$ cat config.mk
export PLATFORM = sky130hd
export DESIGN_NAME = vof_formatter
export DESIGN_NICKNAME = d
export VERILOG_FILES = /design/src/vof_pkg.sv /design/src/vof_formatter.sv /design/src/vof_sync.sv /design/src/vof_apb_regs.sv
export SDC_FILE = /design/constraint.sdc
export NUM_CORES = 1
export LEC_CHECK = 0
export BUFFER_PORTS_ARGS = -buffer_cell sky130_fd_sc_hd__buf_4
export CAP_MARGIN = 15
export CORE_UTILIZATION = 49
export CTS_CLUSTER_DIAMETER = 40
export DETAILED_ROUTE_END_ITERATION = 10
export PLACE_DENSITY = 0.86
export SETUP_SLACK_MARGIN = 0.5
export SLEW_MARGIN = 10
export SYNTH_ARGS = -nofsm -noshare
export SYNTH_HDL_FRONTEND = slang
export SYNTH_SLANG_ARGS = --single-unit
$ cat constraint.sdc
create_clock -name pclk -period 3.4 [get_ports pclk]
set_input_delay 0.51 -clock pclk [delete_from_list [all_inputs] [get_ports pclk]]
set_output_delay 0.51 -clock pclk [all_outputs]
set_load 0.1 [all_outputs]
$ cat src/vof_pkg.sv
// Purpose: constants and types of the video output formatter
// Assumes: registers hold 8 bits, one per aligned 32-bit APB word at 4 x index
// Notes: shared by the formatter top, its register slave, the receiver model and the bench
package vof_pkg;
	localparam logic [7:0] IDX_FORMAT = 8'h18;
	localparam logic [7:0] IDX_LS_WIDTH = 8'h19;
	localparam logic [7:0] IDX_DISABLE = 8'h1A;
	localparam logic [7:0] IDX_STATUS = 8'h1F;
	localparam logic [7:0] RST_FORMAT = 8'h00;
	localparam logic [7:0] RST_LS_WIDTH = 8'h10;
	localparam logic [7:0] RST_DISABLE = 8'h00;
	localparam logic [7:0] FORMAT_RW_MASK = 8'hF7;
	localparam int FMT_WIDE = 0;
	localparam int FMT_ILV = 1;
	localparam int FMT_SWAP = 2;
	localparam int FMT_422 = 4;
	localparam int FMT_CKPOL = 5;
	localparam int FMT_FSPOL = 6;
	localparam int FMT_LSPOL = 7;
	localparam int DIS_RP = 0;
	localparam int DIS_RS = 1;
	localparam int DIS_GP = 2;
	localparam int DIS_GS = 3;
	localparam int DIS_BP = 4;
	localparam int DIS_BS = 5;
	localparam int DIS_CLK_N = 6;
	localparam int DIS_CLK = 7;
	localparam logic [7:0] LS_MIN_NARROW = 8'h01;
	localparam logic [7:0] LS_MIN_WIDE = 8'h02;
	localparam int SYNC_STAGES = 2;
	typedef struct packed {
		logic [7:0] fmt;
		logic [7:0] ls_width;
		logic [7:0] dis;
	} vof_cfg_t;
	typedef struct packed {
		logic [7:0] r;
		logic [7:0] g;
		logic [7:0] b;
	} vof_pix_t;
	typedef enum logic {
		SLOT_FIRST = 1'b0,
		SLOT_SECOND = 1'b1
	} vof_slot_t;
endpackage

$ cat src/vof_formatter.sv
// Purpose: output formatter placing pixels on a 24- or 48-bit bus with syncs
// Assumes: pixel clock is far slower than pclk (at least 4 pclk per half period)
// Notes: output clock is rebuilt from the sampled pixel clock edges
`timescale 1ns/10ps
module vof_formatter (
	input wire logic pclk,
	input wire logic presetn,
	input wire logic [7:0] paddr,
	input wire logic psel,
	input wire logic penable,
	input wire logic pwrite,
	input wire logic [31:0] pwdata,
	output logic [31:0] prdata,
	output logic pready,
	output logic pslverr,
	input wire logic pix_clk_in,
	input wire vof_pkg::vof_pix_t pix_data_in,
	input wire logic line_sync_in,
	input wire logic frame_sync_in,
	output vof_pkg::vof_pix_t prim_out,
	output logic [2:0] prim_oe_n,
	output vof_pkg::vof_pix_t sec_out,
	output logic [2:0] sec_oe_n,
	output logic pixel_output_clock,
	output logic pixel_output_clock_oe_n,
	output logic pixel_output_clock_n,
	output logic pixel_output_clock_n_oe_n,
	output logic line_sync_output,
	output logic frame_sync_output
);
	vof_pkg::vof_cfg_t cfg;
	vof_pkg::vof_pix_t pix_s;
	vof_pkg::vof_pix_t hold_ff;
	vof_pkg::vof_pix_t prim_ff;
	vof_pkg::vof_pix_t sec_ff;
	vof_pkg::vof_pix_t narrow_pix;
	vof_pkg::vof_slot_t slot_ff;
	vof_pkg::vof_slot_t nxt_slot;
	logic clk_s;
	logic ls_s;
	logic fs_s;
	logic clk_d_ff;
	logic ls_prev_ff;
	logic rise;
	logic fall;
	logic ls_lead;
	logic [7:0] ls_cnt_ff;
	logic [7:0] nxt_ls_cnt;
	logic [7:0] eff_width;
	logic pix_ls;
	logic ls_pend_ff;
	logic fs_pend_ff;
	logic ls_out_ff;
	logic fs_out_ff;
	logic dclk_ff;
	logic dclk_n_ff;
	logic change;
	logic wide;
	logic ilv;
	logic swap;
	logic f422;
	logic ckpol;
	logic to_sec;
	logic [7:0] status;

	// clamp keeps a too-small width from dropping the pulse
	function automatic logic [7:0] vof_eff_width(input logic [7:0] w, input logic wide_mode);
		logic [7:0] lim;
		lim = wide_mode ? vof_pkg::LS_MIN_WIDE : vof_pkg::LS_MIN_NARROW;
		return (w < lim) ? lim : w;
	endfunction

	vof_apb_regs u_regs (
		.pclk(pclk),
		.presetn(presetn),
		.paddr(paddr),
		.psel(psel),
		.penable(penable),
		.pwrite(pwrite),
		.pwdata(pwdata),
		.prdata(prdata),
		.pready(pready),
		.pslverr(pslverr),
		.cfg(cfg),
		.status(status)
	);

	// data, syncs and clock share one sync depth so they stay aligned
	vof_sync #(
		.W(27)
	) u_sync (
		.pclk(pclk),
		.presetn(presetn),
		.async_in({pix_clk_in, pix_data_in, line_sync_in, frame_sync_in}),
		.sync_out({clk_s, pix_s, ls_s, fs_s})
	);

	assign wide = cfg.fmt[vof_pkg::FMT_WIDE];
	assign ilv = cfg.fmt[vof_pkg::FMT_ILV];
	assign swap = cfg.fmt[vof_pkg::FMT_SWAP];
	assign f422 = cfg.fmt[vof_pkg::FMT_422];
	assign ckpol = cfg.fmt[vof_pkg::FMT_CKPOL];
	assign rise = clk_s && !clk_d_ff;
	assign fall = !clk_s && clk_d_ff;
	assign ls_lead = rise && ls_s && !ls_prev_ff;
	assign eff_width = vof_eff_width(cfg.ls_width, wide);
	assign status = {5'h00, dclk_ff, slot_ff, (ls_cnt_ff != 8'h00)};

	always_ff @(posedge pclk or negedge presetn)
	begin
		if (!presetn)
			clk_d_ff <= 1'b0;
		else
			clk_d_ff <= clk_s;
	end

	always_ff @(posedge pclk or negedge presetn)
	begin
		if (!presetn)
			ls_prev_ff <= 1'b0;
		else if (rise)
			ls_prev_ff <= ls_s;
	end

	always_comb
	begin
		pix_ls = ls_lead || (ls_cnt_ff != 8'h00);
		if (ls_lead)
			nxt_ls_cnt = eff_width - 8'h01;
		else if (ls_cnt_ff != 8'h00)
			nxt_ls_cnt = ls_cnt_ff - 8'h01;
		else
			nxt_ls_cnt = 8'h00;
	end

	always_ff @(posedge pclk or negedge presetn)
	begin
		if (!presetn)
			ls_cnt_ff <= 8'h00;
		else if (rise)
			ls_cnt_ff <= nxt_ls_cnt;
	end

	// first pixel after line sync trailing edge is slot one
	always_comb
	begin
		if (pix_ls && (nxt_ls_cnt == 8'h00))
			nxt_slot = vof_pkg::SLOT_FIRST;
		else
			nxt_slot = (slot_ff == vof_pkg::SLOT_FIRST) ? vof_pkg::SLOT_SECOND
				: vof_pkg::SLOT_FIRST;
	end

	always_ff @(posedge pclk or negedge presetn)
	begin
		if (!presetn)
			slot_ff <= vof_pkg::SLOT_FIRST;
		else if (rise)
			slot_ff <= nxt_slot;
	end

	// change edge: every pixel narrow, pair end or primary slot wide
	always_comb
	begin
		if (!wide)
			change = 1'b1;
		else if (ilv)
			change = (slot_ff == vof_pkg::vof_slot_t'(swap));
		else
			change = (slot_ff == vof_pkg::SLOT_SECOND);
		to_sec = (slot_ff == vof_pkg::SLOT_SECOND) ^ swap;
	end

	// change edge level follows the polarity bit
	always_ff @(posedge pclk or negedge presetn)
	begin
		if (!presetn)
		begin
			dclk_ff <= 1'b1;
			dclk_n_ff <= 1'b0;
		end
		else if (rise)
		begin
			dclk_ff <= change ? ckpol : !ckpol;
			dclk_n_ff <= change ? !ckpol : ckpol;
		end
		// wide mode toggles once per pixel, half pixel rate
		else if (fall && !wide)
		begin
			dclk_ff <= !ckpol;
			dclk_n_ff <= ckpol;
		end
	end

	// decimated chroma alternates on red, blue forced low
	always_comb
	begin
		narrow_pix = pix_s;
		if (f422)
		begin
			narrow_pix.r = (slot_ff == vof_pkg::SLOT_FIRST) ? pix_s.b : pix_s.r;
			narrow_pix.b = 8'h00;
		end
	end

	always_ff @(posedge pclk or negedge presetn)
	begin
		if (!presetn)
			hold_ff <= '0;
		else if (rise && (slot_ff == vof_pkg::SLOT_FIRST))
			hold_ff <= pix_s;
	end

	// bus width selects primary only or both groups
	always_ff @(posedge pclk or negedge presetn)
	begin
		if (!presetn)
		begin
			prim_ff <= '0;
			sec_ff <= '0;
		end
		else if (rise)
		begin
			if (!wide)
			begin
				prim_ff <= narrow_pix;
				sec_ff <= '0;
			end
			// interleaved: each group moves as its pixel arrives
			else if (ilv)
			begin
				if (to_sec)
					sec_ff <= pix_s;
				else
					prim_ff <= pix_s;
			end
			// pair lands together, swap picks the group of the first
			else if (change)
			begin
				prim_ff <= swap ? pix_s : hold_ff;
				sec_ff <= swap ? hold_ff : pix_s;
			end
		end
	end

	// syncs seen on a non-change pixel wait for the next change edge
	always_ff @(posedge pclk or negedge presetn)
	begin
		if (!presetn)
		begin
			ls_pend_ff <= 1'b0;
			fs_pend_ff <= 1'b0;
		end
		else if (rise)
		begin
			ls_pend_ff <= change ? 1'b0 : (ls_pend_ff || pix_ls);
			fs_pend_ff <= change ? 1'b0 : (fs_pend_ff || fs_s);
		end
	end

	// polarity applied at the change edge
	always_ff @(posedge pclk or negedge presetn)
	begin
		if (!presetn)
		begin
			ls_out_ff <= 1'b0;
			fs_out_ff <= 1'b0;
		end
		else if (rise && change)
		begin
			ls_out_ff <= (pix_ls || ls_pend_ff) ^ cfg.fmt[vof_pkg::FMT_LSPOL];
			fs_out_ff <= (fs_s || fs_pend_ff) ^ cfg.fmt[vof_pkg::FMT_FSPOL];
		end
	end

	// data held a full half period around the capture edge
	assign prim_out = prim_ff;
	assign sec_out = sec_ff;
	assign pixel_output_clock = dclk_ff;
	assign pixel_output_clock_n = dclk_n_ff;
	assign line_sync_output = ls_out_ff;
	assign frame_sync_output = fs_out_ff;
	// byte enables come straight from the disable bits
	assign prim_oe_n = {cfg.dis[vof_pkg::DIS_RP], cfg.dis[vof_pkg::DIS_GP],
		cfg.dis[vof_pkg::DIS_BP]};
	assign sec_oe_n = {cfg.dis[vof_pkg::DIS_RS], cfg.dis[vof_pkg::DIS_GS],
		cfg.dis[vof_pkg::DIS_BS]};
	assign pixel_output_clock_oe_n = cfg.dis[vof_pkg::DIS_CLK];
	assign pixel_output_clock_n_oe_n = cfg.dis[vof_pkg::DIS_CLK_N];
endmodule

$ cat src/vof_sync.sv
// Purpose: two-stage synchroniser for a vector of pin inputs
// Assumes: bits are independent levels; words must be stable across capture
// Notes: first stage feeds only the second stage
`timescale 1ns/10ps
module vof_sync #(
	parameter int W = 1
) (
	input wire logic pclk,
	input wire logic presetn,
	input wire logic [W-1:0] async_in,
	output logic [W-1:0] sync_out
);
	logic [W-1:0] meta_ff;
	logic [W-1:0] sync_ff;

	always_ff @(posedge pclk or negedge presetn)
	begin
		if (!presetn)
		begin
			meta_ff <= '0;
			sync_ff <= '0;
		end
		else
		begin
			meta_ff <= async_in;
			sync_ff <= meta_ff;
		end
	end

	assign sync_out = sync_ff;
endmodule

$ cat src/vof_apb_regs.sv
// Purpose: APB slave holding the formatter configuration registers
// Assumes: zero wait states; read data latched in the setup cycle
// Notes: unmapped or unaligned access answers pslverr, reads zero, writes dropped
`timescale 1ns/10ps
module vof_apb_regs (
	input wire logic pclk,
	input wire logic presetn,
	input wire logic [7:0] paddr,
	input wire logic psel,
	input wire logic penable,
	input wire logic pwrite,
	input wire logic [31:0] pwdata,
	output logic [31:0] prdata,
	output logic pready,
	output logic pslverr,
	output vof_pkg::vof_cfg_t cfg,
	input wire logic [7:0] status
);
	vof_pkg::vof_cfg_t cfg_ff;
	logic [31:0] prdata_ff;
	logic pslverr_ff;
	logic [7:0] rd_byte;
	logic hit;
	logic [5:0] idx;

	assign idx = paddr[7:2];

	always_comb
	begin
		hit = 1'b1;
		rd_byte = 8'h00;
		if (paddr[1:0] != 2'h0)
			hit = 1'b0;
		else if ({2'h0, idx} == vof_pkg::IDX_FORMAT)
			rd_byte = cfg_ff.fmt;
		else if ({2'h0, idx} == vof_pkg::IDX_LS_WIDTH)
			rd_byte = cfg_ff.ls_width;
		else if ({2'h0, idx} == vof_pkg::IDX_DISABLE)
			rd_byte = cfg_ff.dis;
		else if ({2'h0, idx} == vof_pkg::IDX_STATUS)
			rd_byte = status;
		else
			hit = 1'b0;
	end

	// answer prepared in setup so the access phase needs no wait
	always_ff @(posedge pclk or negedge presetn)
	begin
		if (!presetn)
		begin
			prdata_ff <= 32'h0000_0000;
			pslverr_ff <= 1'b0;
		end
		else if (psel && !penable)
		begin
			prdata_ff <= (hit && !pwrite) ? {24'h00_0000, rd_byte} : 32'h0000_0000;
			pslverr_ff <= !hit;
		end
	end

	always_ff @(posedge pclk or negedge presetn)
	begin
		if (!presetn)
		begin
			cfg_ff.fmt <= vof_pkg::RST_FORMAT;
			cfg_ff.ls_width <= vof_pkg::RST_LS_WIDTH;
			cfg_ff.dis <= vof_pkg::RST_DISABLE;
		end
		else if (psel && penable && pwrite && hit)
		begin
			if ({2'h0, idx} == vof_pkg::IDX_FORMAT)
				cfg_ff.fmt <= pwdata[7:0] & vof_pkg::FORMAT_RW_MASK;
			if ({2'h0, idx} == vof_pkg::IDX_LS_WIDTH)
				cfg_ff.ls_width <= pwdata[7:0];
			if ({2'h0, idx} == vof_pkg::IDX_DISABLE)
				cfg_ff.dis <= pwdata[7:0];
		end
	end

	assign prdata = prdata_ff;
	assign pslverr = pslverr_ff;
	assign pready = 1'b1;
	assign cfg = cfg_ff;
endmodule

==> results of run 1 <==
cells in the final DEF (no fill, tap or decap), types with 3 or more instances in the layout:
cell type and n:
a21o_1 3, a21oi_1 17, a221oi_1 8, a22o_1 4, buf_4 130, clkbuf_16 17, clkinv_4 3, clkinvlp_4 3
conb_1 25, dfrtp_1 170, dfrtp_2 3, inv_1 6, inv_6 3, inv_8 4, mux2_2 57, mux2i_1 41
nand2_1 79, nand2b_1 6, nand3_1 13, nor2_1 36, nor2_2 3, nor2b_1 3, nor3_1 8, o21ai_0 47
o22ai_1 4, o31ai_1 26, or3_1 7, xor2_1 4
power groups by stage:
stage | Clock, mW | Sequential, mW | Combinational (mW)
5_1_grt | 1.96 | 2.63 | 1.37
6_report | 1.85 | 2.58 | 1.29
2_1_floorplan | 0 | 2.87 | 0.685
3_5_place_dp | 0 | 2.62 | 1.26
3_3_place_gp | 0 | 2.60 | 1.24
4_1_cts | 1.86 | 2.58 | 1.27
layer usage:
layer / share of wire [%] / track usage [%]
met1: 43 / 29.9
met2: 49 / 35.2
met3: 5.8 / 5.36
met4: 2.5 / 9.24
met5: 0 / 0
metrics by stage:
| step | hold slack [ns] | setup WS, ns |
|---|---|---|
| finish | 0.0582 | 0.394 |
| global route | 0.111 | 0.294 |
| CTS | 0.0787 | 0.404 |
| detailed placement | 0.335 | 0.301 |
| global placement | 0.333 | 0.356 |
| floorplan | 0.214 | 0.324 |
worst max-delay path by stage:
stage | from | to | slack [ns] | depth (start not counted)
floorplan | u_regs.cfg[16]$_DFFE_PN0P_ | slot_ff$_DFFE_PN0P_ | 0.32 | 14
global placement | u_regs.cfg[13]$_DFFE_PN0P_ | slot_ff$_DFFE_PN0P_ | 0.36 | 9
detailed placement | u_regs.cfg[13]$_DFFE_PN0P_ | slot_ff$_DFFE_PN0P_ | 0.30 | 9
CTS | u_regs.cfg[13]$_DFFE_PN0P_ | slot_ff$_DFFE_PN0P_ | 0.40 | 10
global route | u_regs.cfg[13]$_DFFE_PN0P_ | slot_ff$_DFFE_PN0P_ | 0.29 | 10
finish | u_regs.cfg[13]$_DFFE_PN0P_ | slot_ff$_DFFE_PN0P_ | 0.39 | 10
worst reg2reg max path: stages (launching register included):
cell and delay, ns:
dfrtp_2 0.41, or4_4 0.55, or2_4 0.27, o21a_1 0.18, nor2_1 0.10, ha_2 0.18, or4b_4 0.46, or4_1 0.43
nand2_2 0.12, a2111oi_4 0.04, a41oi_1 0.17
final cells by class:
cell class | instances | area, um^2
inverters | 7 | 33.8
well taps | 188 | 235
clock buffers | 18 | 439
flip-flops and latches | 175 | 4390
repair buffers | 132 | 1010
clock inverters | 13 | 125
multi-input cells | 440 | 3040
fillers | 1168 | 5930
registers in the layout, indices dropped and copies added (netlist names):
signal	count
u_sync.meta_ff	27
u_sync.sync_out	27
hold_ff	24
prim_out	24
sec_out	24
u_regs.cfg	23
ls_cnt_ff	8
u_regs.prdata	8
clk_d_ff	1
frame_sync_output	1
fs_pend_ff	1
line_sync_output	1
ls_pend_ff	1
ls_prev_ff	1
pixel_output_clock	1
pixel_output_clock_n	1
slot_ff	1
u_regs.pslverr	1
repair_timing:
item,4_1_cts,5_1_grt
setup endpoints to repair,3,2
setup buffers,3,0
gates resized for setup,6,1
endpoints found under the hold margin,0,0
logic make-up after synthesis:
| group | count (synthesis) |
|---|---|
| adder cells (fa/ha/maj) | 3 |
| AO/OA/AOI/OAI | 129 |
| flip-flops | 175 |
| XOR/XNOR | 6 |
| AND/OR/NAND/NOR | 179 |
| buffers and inverters | 74 |
| multiplexers | 98 |
| other | 2 |
==> results.cfg, run 1 <==
[timing]
slew-limit-headroom_pct = 28.2
fmax_mhz = 333
worstMarginPinSlew_ns = 1.08
rsz0062_at_grt = true
finalSetupTns_ns = 0
fin_crit_sh_pct = 88.4
setup_viol_count_final = 0
hold_viol_final = 0
fin_worst_skew_ns = 0.00993
period_minus_slack_ns = 3.01
maxSlewViolCount = 0

[logic_synthesis]
synthTopCellsByCount = 173 x dfrtp_1, 80 x nand2_1, 57 x mux2_2
netlist_instances = 666
yosysSeqAreaShare_pct = 57.2
synth_top_cell_by_area = dfrtp_1
synthDistinctLibCells = 57
syn_area_mm2 = 0.00766
synthMuxAreaShare_pct = 13.7
synth_top_family_by_area = multiplexers
ys_ff_latch = 175
yosys_most_used_dff = dfrtp_1
synth-xor-area-share_pct = 0.686
synth_area_per_cell_um2 = 11.5
ys_top_cells_by_area = dfrtp_1 57%, mux2_2 8.4%, mux2i_1 5.4%
post_synth_fa_ha_maj_area_fraction_pct = 0.490
async_flop_share_pct = 100
synth_compound_area_share_pct = 11.0
synthSimpleGateAreaFrac_pct = 11.4
synth_edf_count = 0
post-synth-top-count-cell = dfrtp_1
yosysWarningCount = 0
yosysTopAreaCellShare_pct = 56.5

[clock_tree]
cts_buffer_depth = 2
cts.clk_slew.worst_paths_ns = 0.07
htreeDepth = 4
tritoncts = yes
cts-hold-fix-buffers = 0
cts.sinks = 175
cts_root_buffer = clkbuf_16
clk-insertion-delay-late_ns = 0.43
cts_made_buffers = 17

[drt]
dr.pass1.iters = 5
drt-vias-per-instance = 5.63
antenna_left = 0
wl_per_cell_um = 17.4
drc_errors = 0
wl_mm = 17.0
drtIter0Drc = 427
num_vias = 5474

[global_route]
antenna_found_initial = 0
grt_start_max_net_pins = 69
grt_pass1_vias = 5308
grt_first_pass_wirelength_mm = 27.6
grt_usage_pct = 22.3
gr-total-overflow = 0

[floorplan]
coreArea_mm2 = 0.0152
dieWidth_um = 127
die_area_mm2 = 0.0161
ioPinCount = 166
rows = 45
die_h_um = 127
start_util_pct = 50.4

[layout]
fin_nets = 848
syn2layout_area_growth_pct = 21.0
fin_cells = 973
layout-drive-gt1-share_pct = 31.8
final_util_pct = 61.0
final_cell_area_mm2 = 0.00927
n_antenna_cell = 0

[setup_path]
critical_path.cell_chain = or4_4, or2_4, o21a_1, nor2_1, ha_2, or4b_4, or4_1, nand2_2, a2111oi_4, a41oi_1
rrSetupSlack_ns = 0.39
start_kind = flop
worst-path-max-fanout = 3
required_ns = 3.74
r2r-start = u_regs.cfg[13]$_DFFE_PN0P_
worstSetupEndpointType = flop
slowest_delay_ns = 0.55
regToRegEndpoint = slot_ff$_DFFE_PN0P_
crit_type = reg -> reg
crit_family = simple AND/OR/NAND/NOR gates
r2r.worst_path.cells = 10
slowest_stage = or4_4
cp.buffers_inverters = 0
crit_arrival_ns = 3.35

[pwr]
p_sw_share_pct = 34.2
internal-power_mw = 3.77
pwr-share-clk_pct = 32.3
finalPower_mw = 5.72
power.density_mw_per_mm2 = 617
p_leak_nw = 4.17
switchingPower_mw = 1.95
power.share.sequential_pct = 45.2
vdd_drop_max_mv = 0.443
pwr-share-comb_pct = 22.5

[min_path]
hold_path_class = in -> async

[outcome]
status = finished, final reports clean

[placed_design]
dpl_cell_area_mm2 = 0.00865
dp_hpwl_mm = 11.5
dp_cells = 939
place.gp.congestion = 0.877
port_buffers = 116

[job]
maxCapViolations = 0
No activity file was read; power rests on OpenSTA's default activity.
==> inputs of run 2 (changes only) <==
--- a/config.mk
+++ b/config.mk
@@ -7,10 +7,10 @@
 export LEC_CHECK = 0
 export BUFFER_PORTS_ARGS = -buffer_cell sky130_fd_sc_hd__buf_4
 export CAP_MARGIN = 15
-export CORE_UTILIZATION = 49
+export CORE_UTILIZATION = 54
 export CTS_CLUSTER_DIAMETER = 40
 export DETAILED_ROUTE_END_ITERATION = 10
-export PLACE_DENSITY = 0.86
+export PLACE_DENSITY = 0.89
 export SETUP_SLACK_MARGIN = 0.5
 export SLEW_MARGIN = 10
 export SYNTH_ARGS = -nofsm -noshare
==> constraint.sdc (replaced) <==
create_clock -name pclk -period 3.2 [get_ports pclk]
set_input_delay 0.48 -clock pclk [delete_from_list [all_inputs] [get_ports pclk]]
set_output_delay 0.48 -clock pclk [all_outputs]
set_load 0.1 [all_outputs]
==> run 2 against run 1 <==
- the run now ends with negative hold slack left
- via count grew 1.5%
- worst hold slack got worse by 0.068 ns
- clock-buffer cell count up 1
- clock power grew 8%
- sequential power increased by 7%
- largest power group unchanged
- highest routed layer unchanged
==> results.cfg, run 2 (synthesis results as in run 1) <==
[outcome]
status = finished, violations left
violations = negative hold slack

[clock_tree]
cts-hold-fix-buffers = 0
cts.sinks = 175
clk-insertion-delay-late_ns = 0.43
htreeDepth = 4
cts_made_buffers = 17
cts_buffer_depth = 2
tritoncts = yes
cts.clk_slew.worst_paths_ns = 0.06
cts_root_buffer = clkbuf_16

[setup_path]
r2r.worst_path.cells = 12
crit_type = reg -> reg
worstSetupEndpointType = flop
r2r-start = u_regs.cfg[16]$_DFFE_PN0P_
start_kind = flop
worst-path-max-fanout = 4
regToRegEndpoint = slot_ff$_DFFE_PN0P_
rrSetupSlack_ns = 0.23
crit_arrival_ns = 3.25
required_ns = 3.49

[timing]
fmax_mhz = 337
period_minus_slack_ns = 2.97
rsz0062_at_grt = true
maxSlewViolCount = 0
slew-limit-headroom_pct = 35.5
whs_ns = -0.00939
worstMarginPinSlew_ns = 0.966
setup_viol_count_final = 0
hold_viol_final = 1
fin_crit_sh_pct = 92.7
fin_worst_skew_ns = 0.00976
finalSetupTns_ns = 0

[job]
maxCapViolations = 0

[global_route]
grt_pass1_vias = 5415
gr-total-overflow = 0
grt_first_pass_wirelength_mm = 28.3
grt_usage_pct = 25.7
grt_start_max_net_pins = 71
antenna_found_initial = 0

[floorplan]
rows = 43
ioPinCount = 166
coreArea_mm2 = 0.0139
die_h_um = 121
die_area_mm2 = 0.0147
start_util_pct = 55.2
dieWidth_um = 121

[drt]
dr.pass1.iters = 5
drtIter0Drc = 432
drt-vias-per-instance = 5.74
wl_mm = 17.7
antenna_left = 0
wl_per_cell_um = 18.2
num_vias = 5557
drc_errors = 0

[min_path]
hold_path_class = in -> async

[placed_design]
place.gp.congestion = 0.902
dp_cells = 933
port_buffers = 116
dpl_cell_area_mm2 = 0.00866
dp_hpwl_mm = 11.8

[layout]
final_util_pct = 66.9
fin_cells = 968
syn2layout_area_growth_pct = 21.3
final_cell_mix = 171 x dfrtp_1, 131 x buf_4, 79 x nand2_1
layout_commonest_cell = dfrtp_1
fin_nets = 850
final_cell_area_mm2 = 0.00929
n_antenna_cell = 0
layout-drive-gt1-share_pct = 32.0

[pwr]
power.density_mw_per_mm2 = 656
p_leak_nw = 4.20
vdd_drop_max_mv = 0.371
==> run 2: cell count changes in the layout (fill, tap and decap cells not counted), sizes merged <==
cell    previous run  this run
bufinv             0         1
clkbuf            18        19
clkinv             4         5
inv               13        11
buf              132       134
==> run 2: repair_timing <==
| item | in CTS | in global routing |
|---|---|---|
| endpoints found under the setup margin | 3 | 3 |
| setup buffers | 2 | 0 |
| gates resized for setup | 6 | 0 |
==> run 2: cell type report <==
class,instances,area [um^2]
tap,180,225
timing repair buffer,134,1040
clock buffer,19,443
fill,1000,4590
multi-input combinational,440,3030
inverter,7,33.8
sequential,175,4380
clock inverter,13,129
==> run 2: per-layer routing <==
layer / vias to the layer above / track usage, % / part of all wire (%)
met4: 0 / 11.3 / 2.9
met3: 43 / 5.12 / 5.7
met5: - / 0 / 0
met1: 2751 / 35.0 / 42
li1: 2528 / - / -
met2: 235 / 40.0 / 49
==> run 2: report_power, final <==
part           total [mW]  switching (mW)  internal, mW  leakage, nW
registers            2.77           0.265          2.50         2.18
clock network        1.99           0.880          1.11        0.274
logic                1.35           0.894         0.452         1.75
total                6.10            2.04          4.06         4.20
==> run 2: how the worst max path moves through the flow <==
stage,start,end,slack (ns),cells after the start
after global routing,u_regs.cfg[16]$_DFFE_PN0P_,slot_ff$_DFFE_PN0P_,0.09,12
after floorplan,u_regs.cfg[16]$_DFFE_PN0P_,slot_ff$_DFFE_PN0P_,0.12,14
after global placement,u_regs.cfg[9]$_DFFE_PN0P_,slot_ff$_DFFE_PN0P_,0.20,10
after CTS,u_regs.cfg[16]$_DFFE_PN0P_,slot_ff$_DFFE_PN0P_,0.24,12
final,u_regs.cfg[16]$_DFFE_PN0P_,slot_ff$_DFFE_PN0P_,0.23,12
after detailed placement,u_regs.cfg[9]$_DFFE_PN0P_,slot_ff$_DFFE_PN0P_,0.11,10
==> run 2: metrics by stage <==
step                total power [mW]  setup slack [ns]
floorplan                       3.78             0.124
global placement                4.07             0.204
detailed placement              4.12             0.115
CTS                             6.11             0.235
global route                    6.34            0.0922
finish                          6.10             0.235
==> run 2: critical path, cell delays in order (launching register included) <==
cell	delay [ns]
dfrtp_2	0.42
inv_8	0.04
ha_4	0.14
or3_4	0.38
or2_4	0.25
o21a_1	0.19
nor2_1	0.09
ha_2	0.18
or4b_4	0.47
o211ai_1	0.21
nand2_2	0.09
a2111oi_2	0.22
a41oi_1	0.15
==> inputs of run 3 (changes only) <==
--- a/config.mk
+++ b/config.mk
@@ -11,7 +11,7 @@
 export CTS_CLUSTER_DIAMETER = 40
 export DETAILED_ROUTE_END_ITERATION = 10
 export PLACE_DENSITY = 0.89
-export SETUP_SLACK_MARGIN = 0.5
+export SETUP_SLACK_MARGIN = 0.4
 export SLEW_MARGIN = 10
 export SYNTH_ARGS = -nofsm -noshare
 export SYNTH_HDL_FRONTEND = slang
==> run 3 against run 2 <==
- the run now ends clean
- first-iteration DRC count is 6.0% lower
- wire length barely moved
- sequential cell count unchanged
- cell count rose by 0.10%
- sequential share of layout area fell by 0.30 points
- core utilization up 0.43 points
- non-clock buffer count rose by 1
- critical path type unchanged
- critical endpoint unchanged
- largest cell class unchanged
- highest routed layer unchanged
==> results.cfg, run 3 (synthesis results as in run 1) <==
[outcome]
status = finished, final reports clean

[setup_path]
critical_path.cell_chain = or4_4, or2_4, o21a_1, nor2_1, ha_2, or4b_4, o211ai_1, nand2_2, a2111oi_4, a41oi_2
r2r-start = u_regs.cfg[13]$_DFFE_PN0P_
cp.buffers_inverters = 0
rrSetupSlack_ns = 0.12
crit_arrival_ns = 3.37
r2r.worst_path.cells = 10
start_kind = flop
slowest_stage = or4_4
crit_type = reg -> reg
worstSetupEndpointType = flop
worst-path-max-fanout = 3
regToRegEndpoint = slot_ff$_DFFE_PN0P_
slowest_delay_ns = 0.56
crit_start = u_regs.cfg[13]$_DFFE_PN0P_
required_ns = 3.49
crit_family = simple AND/OR/NAND/NOR gates

[global_route]
grt_start_max_net_pins = 71
gr-total-overflow = 0
grt_first_pass_wirelength_mm = 28.2
grt_pass1_vias = 5407
grt_usage_pct = 25.4
antenna_found_initial = 0

[floorplan]
die_h_um = 121
rows = 43
dieWidth_um = 121
start_util_pct = 55.2
die_area_mm2 = 0.0147
coreArea_mm2 = 0.0139
ioPinCount = 166

[timing]
slew-limit-headroom_pct = 32.0
worstMarginPinSlew_ns = 1.02
setup_viol_count_final = 0
hold_viol_final = 0
setup_ws_ns = 0.117
maxSlewViolCount = 0
rsz0062_at_grt = true
fin_crit_sh_pct = 96.3
fmax_mhz = 324
period_minus_slack_ns = 3.08
fin_worst_skew_ns = 0.00704

[drt]
dr.pass1.iters = 5
num_vias = 5624
wl_per_cell_um = 18.2
antenna_left = 0
drtIter0Drc = 406
drc_errors = 0
drt-vias-per-instance = 5.80
wl_mm = 17.6

[placed_design]
dpl_cell_area_mm2 = 0.00866
port_buffers = 116
pre_cts_ws_ns = 0.132
dp_hpwl_mm = 11.7
place.gp.congestion = 0.900

[layout]
n_antenna_cell = 0
syn2layout_area_growth_pct = 22.1
layout_commonest_cell = dfrtp_1
final_cell_area_mm2 = 0.00935
fin_nets = 851
layout-drive-gt1-share_pct = 32.3
final_cell_mix = 171 x dfrtp_1, 132 x buf_4, 79 x nand2_1

[clock_tree]
htreeDepth = 4
clk-insertion-delay-late_ns = 0.43
tritoncts = yes
cts_buffer_depth = 2
cts.clk_slew.worst_paths_ns = 0.07
cts_root_buffer = clkbuf_16
cts.sinks = 175
cts_made_buffers = 17
cts-hold-fix-buffers = 0

[min_path]
hold_path_class = in -> async

[pwr]
p_leak_nw = 4.22
power.density_mw_per_mm2 = 665
vdd_drop_max_mv = 0.394

[job]
maxCapViolations = 0
## run 3: changes by cell type in the layout (fill, tap and decap cells not counted)
cell and change:
a2111oi_4 +1, inv_6 +1, a41oi_2 +1, a41oi_1 -1, a2111oi_2 -1, clkbuf_1 -1
clkbuf_8 +1, buf_4 +1, inv_8 -1, clkinv_2 -1, bufinv_16 +1
## run 3: cell type report
class,count,area (um^2)
flip-flops and latches,175,4380
well taps,180,225
clock buffers,19,453
multi-input cells,440,3050
inverters,7,33.8
clock inverters,13,151
fillers,977,4530
repair buffers,135,1050
## run 3: worst reg2reg max path: stages, from the launching register on
cell and delay (ns):
dfrtp_1 0.39, or4_4 0.56, or2_4 0.27, o21a_1 0.20, nor2_1 0.11, ha_2 0.19
or4b_4 0.48, o211ai_1 0.24, nand2_2 0.11, a2111oi_4 0.24, a41oi_2 0.15
## run 3: layer usage
layer  share of wire (%)  up-vias  wire length, um  track usage (%)
met2                  49      241             8650             40.0
met4                 3.1        0              545             12.0
li1                    -     2524                -                -
met3                 6.7       44             1180             5.59
met5                   0        -                0                0
met1                  41     2815             7260             33.7
## run 3: worst max path at each step
| stage | to | slack (ns) | depth (start not counted) |
|---|---|---|---|
| detailed placement | slot_ff$_DFFE_PN0P_ | 0.13 | 10 |
| global route | slot_ff$_DFFE_PN0P_ | -0.03 | 12 |
| CTS | slot_ff$_DFFE_PN0P_ | 0.18 | 10 |
| finish | slot_ff$_DFFE_PN0P_ | 0.12 | 10 |
| floorplan | slot_ff$_DFFE_PN0P_ | 0.12 | 14 |
| global placement | slot_ff$_DFFE_PN0P_ | 0.21 | 10 |
## run 3: per-stage QoR
step                      hold WS (ns)  power, mW  instances  util (%)  TNS (ns)
after CTS                       0.0105       6.20        968      67.0         0
after floorplan                  0.184       3.78        689         -         0
after global routing            0.0401       6.48        969      67.4   -0.0330
after detailed placement         0.335       4.11        933      62.4         0
after global placement           0.333       4.07        933      62.4         0
final                          0.00226       6.22        969      67.4         0
## run 3: power breakdown
part,leakage (nW),switching (mW),internal [mW]
clock,0.288,0.877,1.21
sequential,2.18,0.256,2.50
combinational,1.76,0.919,0.464
## run 3: repair_timing
item,in CTS,in global routing
resized for setup,6,2
buffers inserted,3,0
pin swaps,0,3
endpoints found under the setup margin,3,3
